==> src/ddrmr_params.svh <==
// constants for the ddr2 mode register and DLL lock timer
// assumes inclusion by ddrmr_pkg and the design modules
`ifndef DDRMR_PARAMS_SVH
`define DDRMR_PARAMS_SVH
`define DDRMR_ADDR_W 14
`define DDRMR_BA_W 3
`define DDRMR_BL_LSB 0
`define DDRMR_BL_MSB 2
`define DDRMR_BT_BIT 3
`define DDRMR_CL_LSB 4
`define DDRMR_CL_MSB 6
`define DDRMR_TM_BIT 7
`define DDRMR_DLLRST_BIT 8
`define DDRMR_WR_LSB 9
`define DDRMR_WR_MSB 11
`define DDRMR_AP_BIT 10
`define DDRMR_BL4_CODE 3'h2
`define DDRMR_BL8_CODE 3'h3
`define DDRMR_BA_MR 3'h0
`define DDRMR_BA_EMR1 3'h1
`define DDRMR_BA_EMR2 3'h2
`define DDRMR_BA_EMR3 3'h3
`define DDRMR_OCD_MASK 14'h0380
`define DDRMR_DLL_LOCK_CLKS 200
`endif

==> src/ddrmr_pkg.sv <==
// types for the ddr2 mode register block
// assumes ddrmr_params.svh is on the include path
package ddrmr_pkg;
  `include "ddrmr_params.svh"

  // sampled command bus, active-low strobes as on the pins
  typedef struct packed {
    logic cs_n;
    logic ras_n;
    logic cas_n;
    logic we_n;
    logic [`DDRMR_BA_W-1:0] ba;
    logic [`DDRMR_ADDR_W-1:0] addr;
  } ddrmr_cmd_t;

  // decoded operating fields of the mode register
  typedef struct packed {
    logic [2:0] burst_len;
    logic burst_ilv;
    logic [2:0] cas_lat;
    logic test_mode;
    logic [2:0] wr_rec;
  } ddrmr_mode_t;
endpackage
==> src/ddrmr_cmd_decode.sv <==
// command decoder for the ddr2 command pins
// assumes already-synchronised inputs on the same clock
`timescale 1ns/1ps
`include "ddrmr_params.svh"
module ddrmr_cmd_decode
  import ddrmr_pkg::*;
(
  // command
  input wire ddrmr_cmd_t cmd_i,
  input wire logic cke_i,
  // decoded strobes
  output logic is_mrs_o,
  output logic is_emrs_o,
  output logic is_pre_o,
  output logic pre_all_o,
  output logic is_ref_o
);
  logic mrs_class;

  // all three strobes low with chip select low and cke high is a mode register write
  assign mrs_class = cke_i && !cmd_i.cs_n && !cmd_i.ras_n && !cmd_i.cas_n && !cmd_i.we_n;
  assign is_mrs_o = mrs_class && (cmd_i.ba == `DDRMR_BA_MR);
  assign is_emrs_o = mrs_class && (cmd_i.ba != `DDRMR_BA_MR);
  assign is_pre_o = cke_i && !cmd_i.cs_n && !cmd_i.ras_n && cmd_i.cas_n && !cmd_i.we_n;
  assign pre_all_o = cmd_i.addr[`DDRMR_AP_BIT];
  assign is_ref_o = cke_i && !cmd_i.cs_n && !cmd_i.ras_n && !cmd_i.cas_n && cmd_i.we_n;
endmodule

==> src/ddrmr_mode_reg.sv <==
// ddr2 mode register capture with DLL lock timer
// assumes command pins arrive asynchronous and are double-registered here
`timescale 1ns/1ps
`include "ddrmr_params.svh"
module ddrmr_mode_reg
  import ddrmr_pkg::*;
#(
  parameter int DLL_LOCK_CLKS = `DDRMR_DLL_LOCK_CLKS
)(
  // clock and reset
  input wire logic mclk_i,
  input wire logic rst_i,
  // command pins
  input wire ddrmr_cmd_t cmd_i,
  input wire logic cke_i,
  // decoded state
  output logic [`DDRMR_ADDR_W-1:0] operating_mode_register_o,
  output ddrmr_mode_t mode_o,
  output logic mode_valid_o,
  output logic dll_locked_o,
  output logic [7:0] pre_bank_mask_o,
  output logic refresh_pulse_o
);
  localparam int CNT_W = $clog2(DLL_LOCK_CLKS + 1);

  // ----------------------------------------------------------------
  // input synchroniser
  // ----------------------------------------------------------------
  ddrmr_cmd_t cmd_s1_reg, cmd_s2_reg;
  logic cke_s1_reg, cke_s2_reg;

  always_ff @(posedge mclk_i or posedge rst_i) begin
    if (rst_i) begin
      cmd_s1_reg <= '1;
      cmd_s2_reg <= '1;
      cke_s1_reg <= 1'b0;
      cke_s2_reg <= 1'b0;
    end else begin
      cmd_s1_reg <= cmd_i;
      cmd_s2_reg <= cmd_s1_reg;
      cke_s1_reg <= cke_i;
      cke_s2_reg <= cke_s1_reg;
    end
  end

  logic is_mrs, is_emrs, is_pre, pre_all, is_ref;

  ddrmr_cmd_decode u_dec (
    .cmd_i(cmd_s2_reg),
    .cke_i(cke_s2_reg),
    .is_mrs_o(is_mrs),
    .is_emrs_o(is_emrs),
    .is_pre_o(is_pre),
    .pre_all_o(pre_all),
    .is_ref_o(is_ref)
  );

  // ----------------------------------------------------------------
  // register state
  // ----------------------------------------------------------------
  logic [`DDRMR_ADDR_W-1:0] mr_reg, mr_next;
  logic valid_reg, valid_next;
  logic [CNT_W-1:0] cnt_reg, cnt_next;
  logic locked_reg, locked_next;
  logic [7:0] bank_reg, bank_next;
  logic refp_reg, refp_next;
  ddrmr_mode_t mode_reg, mode_next;

  always_comb begin
    mr_next = mr_reg;
    valid_next = valid_reg;
    cnt_next = cnt_reg;
    locked_next = locked_reg;
    bank_next = 8'h00;
    refp_next = is_ref;
    // only the register is written; the array is never touched here
    if (is_mrs) begin
      mr_next = cmd_s2_reg.addr;
      valid_next = 1'b1;
      if (cmd_s2_reg.addr[`DDRMR_DLLRST_BIT]) begin
        cnt_next = CNT_W'(DLL_LOCK_CLKS);
        locked_next = 1'b0;
      end
    end else if (cnt_reg != '0) begin
      cnt_next = cnt_reg - CNT_W'(1);
      if (cnt_reg == CNT_W'(1)) begin
        locked_next = 1'b1;
      end
    end
    if (is_pre) begin
      if (pre_all) begin
        bank_next = 8'hFF;
      end else begin
        bank_next = 8'h01 << cmd_s2_reg.ba;
      end
    end
    // fields split straight from the stored opcode
    mode_next.burst_len = mr_next[`DDRMR_BL_MSB:`DDRMR_BL_LSB];
    mode_next.burst_ilv = mr_next[`DDRMR_BT_BIT];
    mode_next.cas_lat = mr_next[`DDRMR_CL_MSB:`DDRMR_CL_LSB];
    mode_next.test_mode = mr_next[`DDRMR_TM_BIT];
    mode_next.wr_rec = mr_next[`DDRMR_WR_MSB:`DDRMR_WR_LSB];
  end

  // reset contents are arbitrary zeros; valid stays low until written
  always_ff @(posedge mclk_i or posedge rst_i) begin
    if (rst_i) begin
      mr_reg <= '0;
      valid_reg <= 1'b0;
      cnt_reg <= '0;
      locked_reg <= 1'b0;
      bank_reg <= 8'h00;
      refp_reg <= 1'b0;
      mode_reg <= '0;
    end else begin
      mr_reg <= mr_next;
      valid_reg <= valid_next;
      cnt_reg <= cnt_next;
      locked_reg <= locked_next;
      bank_reg <= bank_next;
      refp_reg <= refp_next;
      mode_reg <= mode_next;
    end
  end

  assign operating_mode_register_o = mr_reg;
  assign mode_o = mode_reg;
  assign mode_valid_o = valid_reg;
  assign dll_locked_o = locked_reg;
  assign pre_bank_mask_o = bank_reg;
  assign refresh_pulse_o = refp_reg;

  // ----------------------------------------------------------------
  // assertions
  // ----------------------------------------------------------------
  // plain signal so the quiet stretch can be negated outside a sequence
  logic dll_rst_cmd;
  assign dll_rst_cmd = is_mrs && cmd_s2_reg.addr[`DDRMR_DLLRST_BIT];
endmodule

==> config.mk <==
export PLATFORM = sky130hd
export DESIGN_NAME = ddrmr_mode_reg
export DESIGN_NICKNAME = d
export VERILOG_FILES = /design/src/ddrmr_pkg.sv /design/src/ddrmr_cmd_decode.sv /design/src/ddrmr_mode_reg.sv
export VERILOG_INCLUDE_DIRS = /design/src
export SDC_FILE = /design/constraint.sdc
export NUM_CORES = 1
export LEC_CHECK = 0
export BUFFER_PORTS_ARGS = -buffer_cell sky130_fd_sc_hd__clkbuf_2
export CAP_MARGIN = 20
export CORE_ASPECT_RATIO = 0.5
export CORE_MARGIN = 4
export CORE_UTILIZATION = 40
export CTS_BUF_LIST = sky130_fd_sc_hd__clkbuf_2 sky130_fd_sc_hd__clkbuf_4 sky130_fd_sc_hd__clkbuf_8
export CTS_CLUSTER_SIZE = 14
export DETAILED_ROUTE_END_ITERATION = 12
export SYNTH_ARGS = -nofsm -noshare
export SYNTH_HDL_FRONTEND = slang
export SYNTH_HIERARCHICAL = 1
export SYNTH_SLANG_ARGS = --single-unit
==> constraint.sdc <==
create_clock -name mclk_i -period 2.15 [get_ports mclk_i]
set_clock_uncertainty 0.2 [all_clocks]
set_input_delay 0.215 -clock mclk_i [delete_from_list [all_inputs] [get_ports mclk_i]]
set_output_delay 0.215 -clock mclk_i [all_outputs]
set_load 0.1 [all_outputs]
==> metrics.md, run 1 <==
| Metric | Value |
|---|---|
| Status | `finished clean` |
| Endpoints failing setup | `0` |
| HP Class | `register to register` |
| Routed length on met3 | `264 um` |
| Top Layer Used | `met4` |
| Met2 WL post-DR | `2320 um` |
| H-tree lvl count | `3` |
| Pwr dens | `1070 nW/um^2` |
| Routed len/inst | `12.7 um` |
| Number of global-route vias before repair | `1605` |
| Post-DR vias/cell | `4.56` |
| GR Util All Layers | `12.1%` |
| Area Overhead vs Synth | `29.0%` |
| Max_slew headroom | `63.2%` |
| Arrival @ worst endpoint | `2.10 ns` |
| CTS tree | `yes` |
| Pre-antenna DRT Iters | `4` |
| Final setup TNS | `0 ns` |
| Num CTS Buffers | `9` |
| Peak Freq | `494 MHz` |
| Fin. max-slew vios | `0` |
| Placement Rows | `21` |
| Cell leakage power | `0.00164 uW` |
| Largest net degree at the start of global routing | `78` |
| Clk_lat worst skew | `0.34 ns` |
| Footprint of the multi-input gates | `664 sq um` |
| # clock sinks | `77` |
| Antenna viol nets, final | `0` |
| Design Power | `3830 uW` |
| First-pass GRT wire length | `7650 um` |
| Area after DPL | `3140 sq um` |
| Crit start category | `register` |
| Final hold violations | `0` |
| GP Congestion | `0.769` |
| Tmin final | `2.02 ns` |
| Final instance area | `3580 sq um` |
| Antenna Diode Count | `0` |
| Post-synthesis cell count | `186` |
| GRT overflow | `0` |
| # DRC | `0` |
| Fin nets | `292` |
| Crit path capture type | `register` |
| Drt total wl | `4580 um` |
| Via count of the routed design | `1649` |
| Initial antenna violation count | `0` |
| Met1 WL | `1970 um` |
| RSZ-0062 raised after global routing | `no` |
| Placed cells | `323` |
| Initial drt markers | `52` |
| Fin crit share | `94.1%` |
| Hold WS | `0.156 ns` |
| Clock slew at reported path FFs | `0.08 ns` |
| Die Y | `66.9 um` |
| Buffer count from post-CTS setup fixing | `0` |
| Number of port buffers | `59` |
| Fin cells | `362` |
| Clock tree buffer depth | `2` |
| Worst EP required | `2.22 ns` |
| Die Width | `126 um` |
| Worst slew pin tran | `0.544 ns` |
| IO Count | `60` |
| Starting Density | `41.4%` |
| Synth Net Count | `213` |
| Avg Cell Area, Syn | `14.9 sq um` |
| Filler cells | `580` |
| Ratio of cells with drive above 1 in the final layout | `54.1%` |
| Synth warn | `6` |
| Critical path peak fanout | `25` |
| FF+latch area | `1980 sq um` |
| Area of the core | `6700 sq um` |
| Max-cap violations | `0` |
| Dpl hpwl | `3000 um` |
| Setup Crit Path Kind | `register to register` |
| Die area | `8420 sq um` |
| Root buffer cell | `clkbuf_8` |
| Mapped cell area | `2780 sq um` |
| VDD IR-drop max | `0.429 mV` |
layout by cell type, fill, tap and decap left out, types with 2 or more instances in the layout:
master,n
a31oi_1,4
buf_12,2
buf_4,3
clkbuf_2,59
clkbuf_8,9
clkinvlp_4,3
dfrtp_1,35
dfstp_2,42
dlygate4sd3_1,23
ha_1,3
inv_1,6
inv_6,4
mux2_2,13
mux2i_1,2
nand2_1,6
nor2_1,4
nor2b_1,5
nor3_1,6
nor4_1,2
nor4b_1,2
o21a_1,4
o21ai_0,2
o31a_1,3
o31ai_1,2
or2_1,2
or2_2,2
or3b_1,2
or4_4,2
layout make-up:
type / count / share of cell area [%]
sequential: 77 / 55.3
multi-input combinational: 83 / 18.6
timing repair buffer: 87 / 16.4
clock buffer: 9 / 3.46
tap: 92 / 3.21
clock inverter: 7 / 2.24
inverter: 7 / 0.839
worst max-delay path, stage by stage (launching register included):
cell     delay [ns]
dfstp_2        0.37
or3b_1         0.43
nor4b_4        0.31
buf_12         0.21
nand2_1        0.12
and2_1         0.18
mux2i_1        0.11
through the flow:
step / setup slack, ns / utilization [%]
floorplan: 0.0211 / -
global placement: 0.105 / 46.9
detailed placement: 0.0425 / 46.9
CTS: 0.0204 / 53.4
global route: 0.0404 / 53.4
finish: 0.126 / 53.4
final timing paths:
kind	startpoint	end	slack, ns	cells after the start
setup reg to reg	cmd_s2_reg[18]	cnt_reg[6]	0.13	6
min in group asynchronous	rst_i	dll_locked_o	0.31	4
hold / removal	cke_s1_reg	cke_s2_reg	0.16	0
setup / recovery	cmd_s2_reg[18]	cnt_reg[6]	0.13	6
max in group asynchronous	rst_i	cmd_s2_reg[14]	1.11	4
hold reg to reg	cke_s1_reg	cke_s2_reg	0.16	0
routing by layer:
| metal | global-route usage, % | up-vias |
|---|---|---|
| met4 | 4.41 | 0 |
| met5 | 0 | - |
| met3 | 5.76 | 5 |
| met1 | 13.8 | 822 |
| li1 | - | 789 |
| met2 | 20.1 | 33 |
report_power, final:
| group | total (uW) | internal [uW] | leakage [uW] | switching [uW] |
|---|---|---|---|---|
| Combinational | 980 | 316 | 0.000642 | 664 |
| Clock | 1090 | 552 | 0.0000973 | 535 |
| Sequential | 1760 | 1630 | 0.000904 | 131 |
repair_timing:
item | CTS | global route
setup endpoints to repair | 0 | 4
hold buffers | 23 | 0
endpoints found under the hold margin | 57 | 0
resized for setup | 0 | 2
Power figures use the tool's default switching activity.
==> inputs of run 2 (changes only) <==
- CORE_MARGIN: 4 -> not set
- SYNTH_HIERARCHICAL: 1 -> not set
==> run 2 against run 1 <==
  * Non-clock buffer count rose by 6
  * Highest routed layer unchanged
  * Synthesized cell count rose by 11%
  * Register-to-register slack got worse by 0.04 ns
  * Critical path type unchanged
  * Cell count rose by 7.2%
  * Global-route usage rose by 2.8 points
  * Flip-flop and latch count did not move
  * Via count rose by 7.2%
  * Clock-buffer cell count did not move
  * Sequential share of layout area rose by 0.21 points
  * Setup slack got worse by 0.043 ns
  * Critical endpoint is now cnt_reg[3]
==> metrics.md, run 2 <==
| Metric | Value |
|---|---|
| Filler cells | `526 (-9.3%)` |
| CP Cell Sequence | `or4_1 -> or3_4 -> a211o_2 -> o211a_1` |
| Hold path start | `cmd_s1_reg[15]` |
| Worst Reg-to-Reg Cells | `4 (-2)` |
| Via count of the routed design | `1767 (+7.2%)` |
| Reg2reg start | `cnt_reg[2]` |
| H-tree lvl count | `3 (unchanged)` |
| Die Y | `60.1 um (-10%)` |
| Arrival @ worst endpoint | `2.09 ns (about the same)` |
| # DRC | `0 (unchanged)` |
| Synth warn | `0 (-6)` |
| Initial drt markers | `79 (+52%)` |
| IO Count | `60 (unchanged)` |
| Peak Freq | `484 MHz (-2.1%)` |
| GR Util All Layers | `14.9% (+2.8 points)` |
| Crit start category | `register` |
| Hold Crit Depth | `0 (unchanged)` |
| Setup Crit Path Kind | `register to register` |
| Footprint of the multi-input gates | `602 sq um (-9.4%)` |
| Die area | `7100 sq um (-16%)` |
| FF+latch area | `1980 sq um (unchanged)` |
| Post-synthesis cell count | `207 (+11%)` |
| Max_slew headroom | `63.3% (+0.090 points)` |
| Pre-CTS WS | `-0.0121 ns (-0.0546 ns)` |
| Starting Density | `43.0% (+1.6 points)` |
| Hold Path End | `cmd_s2_reg[15]` |
| Drt total wl | `4840 um (+5.7%)` |
| Cell leakage power | `0.00174 uW (+5.6%)` |
| Mapped cell area | `2700 sq um (-2.7%)` |
| Dpl hpwl | `3150 um (+5.1%)` |
| Pwr dens | `1090 nW/um^2 (+2.4%)` |
| Buffer count from post-CTS setup fixing | `0 (unchanged)` |
| GP Congestion | `0.833 (+8.3%)` |
| Largest stage delay, worst path | `0.57 ns (+0.14 ns)` |
| Fin nets | `322 (+10%)` |
| Post-synthesis sequential area ratio | `73.3%` |
| CTS tree | `yes` |
| Worst slew pin tran | `0.553 ns (+0.00867 ns)` |
| Distinct cell type count after synthesis | `37` |
| Final instance area | `3570 sq um (-0.38%)` |
| Initial antenna violation count | `0 (unchanged)` |
| Crit path capture type | `register` |
| GRT overflow | `0 (unchanged)` |
| Num CTS Buffers | `9 (unchanged)` |
| Critical path peak fanout | `5 (-80%)` |
| Commonest non-fill, non-tap cell in the layout | `clkbuf_2` |
| Avg Cell Area, Syn | `13.0 sq um (-13%)` |
| Max-cap violations | `0 (unchanged)` |
| R2R Setup Slk | `0.08 ns (-0.04 ns)` |
| Area of the core | `6280 sq um (-6.3%)` |
| Antenna Diode Count | `0 (unchanged)` |
| # clock sinks | `77 (unchanged)` |
| Fin crit share | `96.1% (+2.0 points)` |
| Area leader, netlist | `dfstp_2` |
| Routed len/inst | `12.5 um (-1.3%)` |
| Synth top area share | `40.9%` |
| R2R Path End | `cnt_reg[3]` |
| Status | `finished clean` |
| Number of global-route vias before repair | `1722 (+7.3%)` |
| Number of port buffers | `59 (unchanged)` |
| Area contributors post-synth | `dfstp_2 41%, dfrtp_1 32%, nand2_1 6.3%` |
| Die Width | `118 um (-6.1%)` |
| Post-DR vias/cell | `4.55 (about the same)` |
| Most frequent cell after synthesis | `nand2_1` |
| Area after DPL | `3090 sq um (-1.6%)` |
| Antenna viol nets, final | `0 (unchanged)` |
| Clk_lat worst skew | `0.34 ns (about the same)` |
| RSZ-0062 raised after global routing | `no` |
| Final setup TNS | `0 ns (unchanged)` |
| Util after Layout | `56.8% (+3.3 points)` |
| Synth Net Count | `234 (+9.9%)` |
| HP Class | `register to register` |
| Worst EP required | `2.17 ns (-0.05 ns)` |
| Final hold violations | `0 (unchanged)` |
| First-pass GRT wire length | `7850 um (+2.6%)` |
| Worst path slowest cell | `or4_1` |
| Clock slew at reported path FFs | `0.08 ns (about the same)` |
| Fin. max-slew vios | `0 (unchanged)` |
| Ys async rst share | `100%` |
| Endpoints failing setup | `0 (unchanged)` |
| Most frequent cells in the layout | `59 x clkbuf_2, 44 x nand2_1, 42 x dfstp_2` |
| Post-synth top flop | `dfstp_2` |
| Pre-antenna DRT Iters | `4 (unchanged)` |
| Flops & latches, synth | `77` |
| Post-synth EDFFs | `0` |
| Root buffer cell | `clkbuf_8` |
| Post-route worst setup slack | `0.0832 ns (-0.0426 ns)` |
| Commonest cells in the netlist | `45 x nand2_1, 42 x dfstp_2, 35 x dfrtp_1` |
| Clock tree buffer depth | `2 (unchanged)` |
| Ratio of cells with drive above 1 in the final layout | `46.0% (-8.1 points)` |
| Area Overhead vs Synth | `32.1%` |
| VDD IR-drop max | `0.375 mV (-13%)` |
| Largest net degree at the start of global routing | `78 (unchanged)` |
| Placement Rows | `20 (-4.8%)` |
| Tmin final | `2.07 ns (+0.0426 ns)` |
run 2: worst max-delay path by stage:
| stage | start | end | slack, ns |
|---|---|---|---|
| 3_3_place_gp | cnt_reg[2] | cnt_reg[3] | 0.03 |
| 2_1_floorplan | cnt_reg[2] | cnt_reg[3] | 0.03 |
| 3_5_place_dp | cnt_reg[2] | cnt_reg[3] | -0.01 |
| 4_1_cts | cnt_reg[2] | cnt_reg[3] | 0.06 |
| 5_1_grt | cmd_s2_reg[17] | cnt_reg[3] | 0.02 |
| 6_report | cnt_reg[2] | cnt_reg[3] | 0.08 |
run 2: layout make-up:
cell class / count / area share [%]
clock inverters: 7 / 2.95
multi-input cells: 108 / 16.9
well taps: 88 / 3.09
repair buffers: 93 / 17.4
flip-flops and latches: 77 / 55.5
inverters: 6 / 0.737
clock buffers: 9 / 3.47
run 2: repair_timing:
item                                    4_1_cts  5_1_grt
resized for setup                             1        2
cloned                                        0        1
hold buffers                                 23        0
endpoints found under the hold margin        57        0
pin swaps                                     0        1
endpoints found under the setup margin        2        2
run 2: metrics by stage:
| stage | hold WS [ns] | power (uW) | instances |
|---|---|---|---|
| after floorplan | 0.0195 | 2430 | 207 |
| after global placement | 0.104 | 2630 | 348 |
| after detailed placement | 0.104 | 2670 | 348 |
| after CTS | 0.159 | 3930 | 387 |
| after global routing | 0.162 | 4090 | 388 |
| final | 0.157 | 3910 | 388 |
run 2: worst max-delay path, delay by kind of cell, from the launching register on:
family | cells | cell delay (ns)
compound gates | 2 | 0.41
simple gates | 2 | 0.96
flops | 1 | 0.38
run 2: power by group:
| part | internal, uW | total (uW) | switching (uW) |
|---|---|---|---|
| sequential | 1630 | 1730 | 97.7 |
| combinational | 316 | 960 | 644 |
| clock | 671 | 1220 | 546 |
| total | 2620 | 3910 | 1290 |
run 2: cell families (layout without fill, tap and decap cells):
kind of cell	count (synthesis)	after routing	synth area share (%)
flops	77	77	73.3
simple gates	76	77	12.5
compound gates	27	27	7.23
buf+inv	23	115	5.05
fa+ha+maj	3	3	1.39
mux	1	1	0.556
run 2: metal layers:
metal | GRT usage, % | share of wire (%) | vias to the layer above
met2 | 27.0 | 54 | 37
met3 | 5.15 | 3.5 | 4
li1 | - | - | 857
met5 | 0 | 0 | -
met1 | 16.2 | 42 | 869
met4 | 7.33 | 0.70 | 0
